--- src/hdl/front_panel_consts.vh ---
/*
 * constants shared by the front panel status indicator: register map,
 * field positions, reset values, lamp colour codes and timing figures.
 * assumes a 10 MHz system clock and a 32-bit classic wishbone register bus.
 */
`ifndef FRONT_PANEL_CONSTS_VH
`define FRONT_PANEL_CONSTS_VH

// ****************************************************************
// register byte offsets
// ****************************************************************
`define REG_CTRL_ADDR        4'h0
`define REG_STATE_ADDR       4'h4
`define REG_IRQ_STAT_ADDR    4'h8
`define REG_IRQ_MASK_ADDR    4'hC

// ****************************************************************
// control register fields and reset values
// ****************************************************************
`define CTRL_VIEW_LSB        0
`define CTRL_VIEW_MSB        1
`define CTRL_LOCATE_BIT      2
`define CTRL_RESET           3'h0
`define IRQ_MASK_RESET       4'h0

// ****************************************************************
// indicator view codes
// ****************************************************************
`define VIEW_NORMAL          2'h0
`define VIEW_SER_IN          2'h1
`define VIEW_SER_OUT         2'h2

// ****************************************************************
// interrupt status bits
// ****************************************************************
`define IRQ_CARD_ERROR       0
`define IRQ_RECOVERY_DONE    1
`define IRQ_RX_CHANGE        2
`define IRQ_TX_CHANGE        3

// ****************************************************************
// lamp colours and copper link speed codes
// ****************************************************************
`define LAMP_OFF             2'h0
`define LAMP_RED             2'h1
`define LAMP_YELLOW          2'h2
`define LAMP_GREEN           2'h3
`define SPEED_NONE           2'h0
`define SPEED_10M            2'h1
`define SPEED_100M           2'h2
`define SPEED_1G             2'h3

// ****************************************************************
// timing
// ****************************************************************
`define CLK_KHZ              10000
`define SILENCE_MS           20000
`define BLINK_HALF_MS        500
`define SILENCE_CYC          (`SILENCE_MS * `CLK_KHZ)
`define BLINK_HALF_CYC       (`BLINK_HALF_MS * `CLK_KHZ)

`endif

--- src/hdl/front_panel_indicator.v ---
/*
 * front panel status indicator: four two-colour lamps, a view selector,
 * special-state overrides, switch-driven recovery and a wishbone slave.
 * assumes status, speed and activity inputs are on clk_i; the two recovery
 * switches are pins and are synchronised here.
 */
`include "front_panel_consts.vh"
`default_nettype none

// Functional notes
// - four lamps, three selectable views
// - lamp one: error red, good green
// - lamps two-four show copper, optical links
// - signal views: lamp n shows port n
// - input present on receive, missing 20s
// - output present on write, missing 20s
// - special states override selected view
// - error, bootloader, os boot, halt patterns
// - boot failure pattern; locate blinks yellow
// - erase switch: erase, then lamp four yellow
// - fallback switch: revert, then lamp four yellow
// - both switches: full as-shipped restore
module front_panel_indicator #(
    parameter integer SILENCE_CY   = `SILENCE_CYC,
    parameter integer BLINK_CY     = `BLINK_HALF_CYC,
    parameter integer FAIL_YELLOW  = 0
) (
    input  wire        clk_i,
    input  wire        rst_i,
    input  wire        cyc_i,
    input  wire        stb_i,
    input  wire        we_i,
    input  wire [3:0]  adr_i,
    input  wire [3:0]  sel_i,
    input  wire [31:0] dat_i,
    output reg  [31:0] dat_o,
    output reg         ack_o,
    output wire        irq_o,
    input  wire        card_ok_i,
    input  wire        card_error_i,
    input  wire [1:0]  copper_port_a_speed_i,
    input  wire [1:0]  copper_port_b_speed_i,
    input  wire        optical_port_link_i,
    input  wire [3:0]  serial_rx_strobe_i,
    input  wire [3:0]  serial_tx_strobe_i,
    input  wire        boot_media_fail_i,
    input  wire        bootloader_run_i,
    input  wire        os_booting_i,
    input  wire        os_halted_i,
    input  wire        cfg_recovery_sw_i,
    input  wire        img_recovery_sw_i,
    output reg         erase_settings_o,
    output reg         restore_image_o,
    input  wire        erase_done_i,
    input  wire        restore_done_i,
    output reg  [1:0]  lamp_one_o,
    output reg  [1:0]  lamp_two_o,
    output reg  [1:0]  lamp_three_o,
    output reg  [1:0]  lamp_four_o
);

    localparam [1:0] ST_START = 2'h0;
    localparam [1:0] ST_RUN   = 2'h1;
    localparam [1:0] ST_RECOV = 2'h2;
    localparam [1:0] ST_DONE  = 2'h3;

    localparam [31:0] BLINK_LAST = BLINK_CY - 1;

    reg  [2:0]  ctrl_r;
    reg  [3:0]  irq_stat_r;
    reg  [3:0]  irq_stat_nxt;
    reg  [3:0]  irq_mask_r;
    reg  [1:0]  sw_meta_r;
    reg  [1:0]  sw_sync_r;
    reg  [1:0]  state_r;
    reg         erase_ok_r;
    reg         restore_ok_r;
    reg  [31:0] blink_cnt_r;
    reg         blink_r;
    reg  [3:0]  rx_prev_r;
    reg  [3:0]  tx_prev_r;
    reg         err_prev_r;
    reg  [7:0]  lamps_nxt;
    reg  [31:0] rd_data;
    wire [3:0]  rx_present;
    wire [3:0]  tx_present;
    wire [1:0]  view;
    wire        bus_req;
    wire        wr_lo;
    wire        recov_done_evt;

    assign view    = ctrl_r[`CTRL_VIEW_MSB:`CTRL_VIEW_LSB];
    assign bus_req = cyc_i & stb_i & ~ack_o;
    assign wr_lo   = bus_req & we_i & sel_i[0];

    // ****************************************************************
    // per-port signal-present timers
    // ****************************************************************
    genvar p;
    generate
        for (p = 0; p < 4; p = p + 1) begin : g_port
            activity_timer #(
                .CW         (28),
                .SILENCE_CY (SILENCE_CY)
            ) u_rx (
                .clk_i     (clk_i),
                .rst_i     (rst_i),
                .strobe_i  (serial_rx_strobe_i[p]),
                .present_o (rx_present[p])
            );
            activity_timer #(
                .CW         (28),
                .SILENCE_CY (SILENCE_CY)
            ) u_tx (
                .clk_i     (clk_i),
                .rst_i     (rst_i),
                .strobe_i  (serial_tx_strobe_i[p]),
                .present_o (tx_present[p])
            );
        end
    endgenerate

    // ****************************************************************
    // recovery switch synchroniser and insertion sequence
    // ****************************************************************
    // switches are only honoured at insertion; a later flip waits for the
    // next reset, so a card is never wiped while it is running
    // not reset: it fills while reset is held, so START sees the switches
    always @(posedge clk_i) begin
        sw_meta_r <= {img_recovery_sw_i, cfg_recovery_sw_i};
        sw_sync_r <= sw_meta_r;
    end

    assign recov_done_evt = (state_r == ST_RECOV) &&
                            (erase_ok_r | ~erase_settings_o) &&
                            (restore_ok_r | ~restore_image_o);

    always @(posedge clk_i) begin
        if (rst_i) begin
            state_r          <= ST_START;
            erase_settings_o <= 1'b0;
            restore_image_o  <= 1'b0;
            erase_ok_r       <= 1'b0;
            restore_ok_r     <= 1'b0;
        end else begin
            case (state_r)
                ST_START: begin
                    // sampled after the synchroniser has filled
                    erase_settings_o <= sw_sync_r[0];
                    restore_image_o  <= sw_sync_r[1];
                    state_r          <= (|sw_sync_r) ? ST_RECOV : ST_RUN;
                end
                ST_RECOV: begin
                    if (erase_done_i)
                        erase_ok_r <= 1'b1;
                    if (restore_done_i)
                        restore_ok_r <= 1'b1;
                    if (recov_done_evt) begin
                        erase_settings_o <= 1'b0;
                        restore_image_o  <= 1'b0;
                        state_r          <= ST_DONE;
                    end
                end
                ST_RUN:  state_r <= ST_RUN;
                ST_DONE: state_r <= ST_DONE;
                default: state_r <= ST_START;
            endcase
        end
    end

    // ****************************************************************
    // locate blink divider
    // ****************************************************************
    always @(posedge clk_i) begin
        if (rst_i) begin
            blink_cnt_r <= 32'h0;
            blink_r     <= 1'b0;
        end else if (blink_cnt_r == BLINK_LAST) begin
            blink_cnt_r <= 32'h0;
            blink_r     <= ~blink_r;
        end else begin
            blink_cnt_r <= blink_cnt_r + 32'h1;
        end
    end

    // ****************************************************************
    // lamp selection
    // ****************************************************************
    function [1:0] copper_colour;
        input [1:0] speed;
        begin
            case (speed)
                `SPEED_10M:  copper_colour = `LAMP_RED;
                `SPEED_100M: copper_colour = `LAMP_YELLOW;
                `SPEED_1G:   copper_colour = `LAMP_GREEN;
                default:     copper_colour = `LAMP_OFF;
            endcase
        end
    endfunction

    function [7:0] present_lamps;
        input [3:0] pres;
        integer i;
        begin
            present_lamps = 8'h00;
            for (i = 0; i < 4; i = i + 1)
                if (pres[i])
                    present_lamps[2*i +: 2] = `LAMP_GREEN;
        end
    endfunction

    // lamps_nxt packs lamp one in bits 1:0 up to lamp four in bits 7:6
    always @* begin
        case (view)
            `VIEW_SER_IN:  lamps_nxt = present_lamps(rx_present);
            `VIEW_SER_OUT: lamps_nxt = present_lamps(tx_present);
            default: begin
                lamps_nxt[1:0] = card_error_i ? `LAMP_RED :
                                 (card_ok_i ? `LAMP_GREEN : `LAMP_OFF);
                lamps_nxt[3:2] = copper_colour(copper_port_a_speed_i);
                lamps_nxt[5:4] = copper_colour(copper_port_b_speed_i);
                lamps_nxt[7:6] = optical_port_link_i ? `LAMP_GREEN : `LAMP_OFF;
            end
        endcase
        // later assignments win: the order below is the override priority
        if (os_halted_i)
            lamps_nxt = {`LAMP_YELLOW, 6'h00};
        if (os_booting_i)
            lamps_nxt = {4'h0, `LAMP_YELLOW, 2'h0};
        if (bootloader_run_i)
            lamps_nxt = {6'h00, `LAMP_YELLOW};
        if (boot_media_fail_i)
            lamps_nxt = (FAIL_YELLOW != 0) ? {4{`LAMP_YELLOW}} : 8'h00;
        if (card_error_i)
            lamps_nxt = {6'h00, `LAMP_RED};
        if (ctrl_r[`CTRL_LOCATE_BIT])
            lamps_nxt = blink_r ? {4{`LAMP_YELLOW}} : 8'h00;
        if (state_r == ST_RECOV)
            lamps_nxt = 8'h00;
        if (state_r == ST_DONE)
            lamps_nxt = {`LAMP_YELLOW, 6'h00};
    end

    always @(posedge clk_i) begin
        if (rst_i) begin
            lamp_one_o   <= `LAMP_OFF;
            lamp_two_o   <= `LAMP_OFF;
            lamp_three_o <= `LAMP_OFF;
            lamp_four_o  <= `LAMP_OFF;
        end else begin
            lamp_one_o   <= lamps_nxt[1:0];
            lamp_two_o   <= lamps_nxt[3:2];
            lamp_three_o <= lamps_nxt[5:4];
            lamp_four_o  <= lamps_nxt[7:6];
        end
    end

    // ****************************************************************
    // event capture and interrupt
    // ****************************************************************
    always @(posedge clk_i) begin
        if (rst_i) begin
            rx_prev_r  <= 4'h0;
            tx_prev_r  <= 4'h0;
            err_prev_r <= 1'b0;
        end else begin
            rx_prev_r  <= rx_present;
            tx_prev_r  <= tx_present;
            err_prev_r <= card_error_i;
        end
    end

    // a new event wins over a write-one-to-clear in the same cycle
    always @* begin
        irq_stat_nxt = irq_stat_r;
        if (wr_lo && adr_i == `REG_IRQ_STAT_ADDR)
            irq_stat_nxt = irq_stat_r & ~dat_i[3:0];
        if (card_error_i & ~err_prev_r)
            irq_stat_nxt[`IRQ_CARD_ERROR] = 1'b1;
        if (recov_done_evt)
            irq_stat_nxt[`IRQ_RECOVERY_DONE] = 1'b1;
        if (rx_present != rx_prev_r)
            irq_stat_nxt[`IRQ_RX_CHANGE] = 1'b1;
        if (tx_present != tx_prev_r)
            irq_stat_nxt[`IRQ_TX_CHANGE] = 1'b1;
    end

    assign irq_o = |(irq_stat_r & irq_mask_r);

    // ****************************************************************
    // wishbone slave
    // ****************************************************************
    always @* begin
        case (adr_i)
            `REG_CTRL_ADDR:     rd_data = {29'h0, ctrl_r};
            `REG_STATE_ADDR:    rd_data = {14'h0, state_r, lamp_four_o, lamp_three_o,
                                           lamp_two_o, lamp_one_o, tx_present, rx_present};
            `REG_IRQ_STAT_ADDR: rd_data = {28'h0, irq_stat_r};
            `REG_IRQ_MASK_ADDR: rd_data = {28'h0, irq_mask_r};
            default:            rd_data = 32'h0;
        endcase
    end

    always @(posedge clk_i) begin
        if (rst_i) begin
            ctrl_r     <= `CTRL_RESET;
            irq_mask_r <= `IRQ_MASK_RESET;
            irq_stat_r <= 4'h0;
            ack_o      <= 1'b0;
            dat_o      <= 32'h0;
        end else begin
            irq_stat_r <= irq_stat_nxt;
            ack_o      <= bus_req;
            if (bus_req)
                dat_o <= we_i ? 32'h0 : rd_data;
            if (wr_lo && adr_i == `REG_CTRL_ADDR)
                ctrl_r <= dat_i[2:0];
            if (wr_lo && adr_i == `REG_IRQ_MASK_ADDR)
                irq_mask_r <= dat_i[3:0];
        end
    end

endmodule

`default_nettype wire

--- src/hdl/activity_timer.v ---
/*
 * one signal-present tracker for a serial port direction.
 * assumes the activity strobe is a single-cycle pulse on the same clock.
 */
`default_nettype none

module activity_timer #(
    parameter integer CW         = 28,
    parameter integer SILENCE_CY = 200000000
) (
    input  wire clk_i,
    input  wire rst_i,
    input  wire strobe_i,
    output wire present_o
);

    localparam [31:0]   LAST32 = SILENCE_CY - 1;
    localparam [CW-1:0] LAST   = LAST32[CW-1:0];

    reg [CW-1:0] count_r;
    reg          present_r;

    // ****************************************************************
    // silence timer
    // ****************************************************************
    always @(posedge clk_i) begin
        if (rst_i) begin
            count_r   <= {CW{1'b0}};
            present_r <= 1'b0;
        end else if (strobe_i) begin
            count_r   <= {CW{1'b0}};
            present_r <= 1'b1;
        end else if (present_r) begin
            if (count_r == LAST) begin
                present_r <= 1'b0;
                count_r   <= {CW{1'b0}};
            end else begin
                count_r   <= count_r + 1'b1;
            end
        end
    end

    assign present_o = present_r;

endmodule

`default_nettype wire

--- config.mk ---
export PLATFORM = sky130hd
export DESIGN_NAME = front_panel_indicator
export DESIGN_NICKNAME = d
export VERILOG_FILES = /design/src/hdl/front_panel_indicator.v /design/src/hdl/activity_timer.v
export VERILOG_INCLUDE_DIRS = /design/src /design/src/hdl
export SDC_FILE = /design/constraint.sdc
export NUM_CORES = 1
export LEC_CHECK = 0
export CAP_MARGIN = 10
export CORE_UTILIZATION = 68
export DETAILED_ROUTE_END_ITERATION = 8
export DONT_BUFFER_PORTS = 1
export PLACE_DENSITY = 0.86
export SLEW_MARGIN = 20
export SYNTH_ARGS = -nofsm -noshare
export SYNTH_HDL_FRONTEND = slang
export SYNTH_SLANG_ARGS = --single-unit
--- constraint.sdc ---
create_clock -name clk_i -period 6 [get_ports clk_i]
set_input_delay 0.6 -clock clk_i [delete_from_list [all_inputs] [get_ports clk_i]]
set_output_delay 0.6 -clock clk_i [all_outputs]
set_load 0.02 [all_outputs]
==> run_results.csv <==
group,metric,value,unit
run_status,status,"finished, final reports clean",
power,ir_drop,0.253,mV
global_routing,grt_pass1_wl,49.6,mm
timing,skew,14.1,ps
layout,drive_gt1_frac,0.0547,
worst_setup_path,crit_slowest_cell,"o21ai_2",
detailed_routing,drt_wl_total,29.5,mm
yosys,syn_inst,1636,
timing,relSlewSlack,0.291,
timing,max_freq,0.345,GHz
floorplan,die_w,146,µm
clock_network,clk_pin_slew_worst_paths,60,ps
yosys,ys_top_cells_by_count,"nor2_1, dfxtp_1, xor2_1, nand2_1, nand4_1",
yosys,yosysMostFrequentCell,"nor2_1",
worst_setup_path,critical_path_required,6340,ps
yosys,yosysTopAreaCellShare,0.455,
layout,diodes,0,
worst_setup_path,timing.critical_path.buf_inv,0,
yosys,synthTopCellsByArea,"dfxtp_1, xor2_1, nor2_1",
power,p_leak,0.00520,µW
placement,portBuffers,0,
flow_run,maxCapViolations,0,
clock_network,post_cts_resized,0,
clock_network,numCtsBuffers,34,
layout,nNetsFinal,1700,
detailed_routing,wl_per_cell,15.4,µm
timing,tightest_slew,1060,ps
layout,n_fill_cell,1426,
global_routing,grt_max_degree,83,
worst_setup_path,start_kind,"register",
yosys,yosysSeqAreaShare,0.455,
floorplan,row_count,52,
yosys,synth_edf_count,0,
floorplan,die_h,146,µm
worst_setup_path,worstPathMaxFanout,25,
yosys,syn_avg_cell_area,8.66,µm²
timing,hold_violations,0,
floorplan,coreArea,0.0203,mm²
worst_setup_path,arrival,3240,ps
global_routing,grt_overflow,0,
placement,routabilityCongestion,0.870,
worst_setup_path,critPathKind,"register to register",
global_routing,grt_pass1_vias,10700,
yosys,synth_cell_types,58,
clock_network,numClockSinks,322,
clock_network,cts-root-buf,"clkbuf_16",
worst_setup_path,crit_chain,"ha_1, or4b_2, nor4_1, nand4_1, o21ai_2, nor2_1",
yosys,yosys_register_bits,322,
timing,setup-tns-final,0,ps
placement,dp_hpwl,19.7,mm
worst_setup_path,critPathTopFamily,"simple AND/OR/NAND/NOR gates",
clock_network,max-clock-path-buffers,3,
yosys,synthFlopType,"dfxtp_1",
yosys,async_reset_ff_frac,0,
detailed_routing,vias_per_cell,5.90,
worst_setup_path,end_kind,"register",
yosys,yosysTopAreaCell,"dfxtp_1",
clock_network,clk_latency,510,ps
detailed_routing,drc,0,
layout,final_core_util,0.761,
clock_network,htreeDepth,2,
timing,rsz0062_at_grt,"no",
power,powerDensity,284,mW/mm²
timing,period_share,0.483,
hold_path,hold_path_class,"input pin to register",
timing,finalSetupViolations,0,
worst_setup_path,max_stage_delay,870,ps
detailed_routing,dr.pass1.iters,5,
floorplan,initial_core_util,0.698,
layout,synthToLayoutAreaGrowth,8.98,%
clock_network,post_cts_buffers,0,
global_routing,antenna_found_initial,0,
timing,layout_min_cycle_time,2900,ps
yosys,ys_warn_count,0,
global_routing,grt_util_all_layers,0.275,
floorplan,die_area,0.0214,mm²
detailed_routing,dr.first_iter.drc_count,626,
timing,maxSlewViolCount,0,
yosys,synth_area,0.0142,mm²
floorplan,io_pins,112,
clock_network,cts_tree,"built",
clock_network,hold_buffers,0,
detailed_routing,vias,11300,
detailed_routing,ant_nets,0,
## power by group
group | switching (µW) | internal [µW]
clock | 830 | 1260
sequential | 35.8 | 2160
combinational | 64.8 | 35.1
## through the flow
step	area, µm²	worst slack [ps]	power, µW	hold WS [ps]	cells
6_report	15400	3100	4390	119	1915
3_3_place_gp	14200	3250	2340	311	1855
3_5_place_dp	14200	3120	2340	315	1855
4_1_cts	15400	3130	4420	109	1915
5_1_grt	15400	2870	4530	101	1915
2_1_floorplan	14200	3820	2330	310	1649
## final timing paths
check,from,endpoint,slack (ps),depth (start not counted)
worst max register to register,g_port[3].u_rx.count_r[0]$_SDFFE_PP0P_,g_port[3].u_rx.count_r[2]$_SDFFE_PP0P_,3100,6
worst min-delay path,img_recovery_sw_i,sw_meta_r[1]$_DFF_P_,120,0
worst max-delay path,g_port[3].u_rx.count_r[0]$_SDFFE_PP0P_,g_port[3].u_rx.count_r[2]$_SDFFE_PP0P_,3100,6
worst min register to register,sw_meta_r[0]$_DFF_P_,sw_sync_r[0]$_DFF_P_,330,0
## cell usage in the layout, fill, tap and decap left out, drive strengths merged, types with 3 or more instances in the layout
| cell | n |
|---|---|
| mux4 | 3 |
| a211o | 3 |
| a22oi | 21 |
| conb | 14 |
| a21oi | 23 |
| and2 | 4 |
| or2 | 4 |
| nor4b | 10 |
| nand3b | 7 |
| a211oi | 3 |
| nor3 | 47 |
| nand2b | 7 |
| dfxtp | 322 |
| nand3 | 92 |
| nand2 | 108 |
| clkbuf | 45 |
| nand4b | 6 |
| buf | 5 |
| inv | 27 |
| or4 | 10 |
| xnor2 | 82 |
| mux2i | 7 |
| o21ai | 12 |
| clkinv | 12 |
| nor4 | 34 |
| and4 | 19 |
| nand4 | 106 |
| a21boi | 4 |
| nor2 | 339 |
| a221oi | 3 |
| or3 | 8 |
| and3 | 41 |
| ha | 11 |
| a31oi | 5 |
| nor2b | 17 |
| xor2 | 166 |
## state kept, by name (all words and copies together), names as in the netlist, 3 cells and up
| signal | cells |
|---|---|
| irq_mask_r | 4 |
| dat_o | 18 |
| tx_prev_r | 4 |
| ctrl_r | 3 |
| g_port.u_tx.count_r | 112 |
| rx_prev_r | 4 |
| blink_cnt_r | 32 |
| g_port.u_rx.count_r | 112 |
| g_port.u_tx.present_o | 4 |
| g_port.u_rx.present_o | 4 |
| irq_stat_r | 4 |
## worst register-to-register path: cells and delay by family, from the launching register on
family / cells / cell delay (ps)
flip-flops: 1 / 380
adder cells (fa/ha/maj): 1 / 220
AO/OA/AOI/OAI: 1 / 870
AND/OR/NAND/NOR: 4 / 1270
## final cells by class
cell class / instances / area [µm²] / area share
Clock inverter: 15 / 136 / 0.00883
Multi-Input combinational cell: 1232 / 7380 / 0.478
Inverter: 26 / 97.6 / 0.00632
Timing Repair Buffer: 5 / 37.5 / 0.00243
Clock buffer: 45 / 1000 / 0.0650
Tap cell: 270 / 338 / 0.0219
Sequential cell: 322 / 6450 / 0.418
## kinds of logic (layout without fill, tap and decap cells)
logic type,Yosys count,count (layout),share of synthesized area
fa+ha+maj,11,11,0.00972
flops,322,322,0.455
simple gates,866,866,0.301
buf+inv,95,91,0.0314
compound gates,81,81,0.0375
mux,12,12,0.0113
xor+xnor,248,248,0.153
other cells,1,14,0.000265
## routing by layer
metal,routed length [µm],track usage,vias up,part of all wire
li1,-,-,5592,-
met1,12800,0.347,5333,0.43
met2,14200,0.464,308,0.48
met3,1840,0.0591,60,0.062
met4,714,0.101,0,0.024
met5,0,0,-,0
Power figures use the tool's default switching activity.
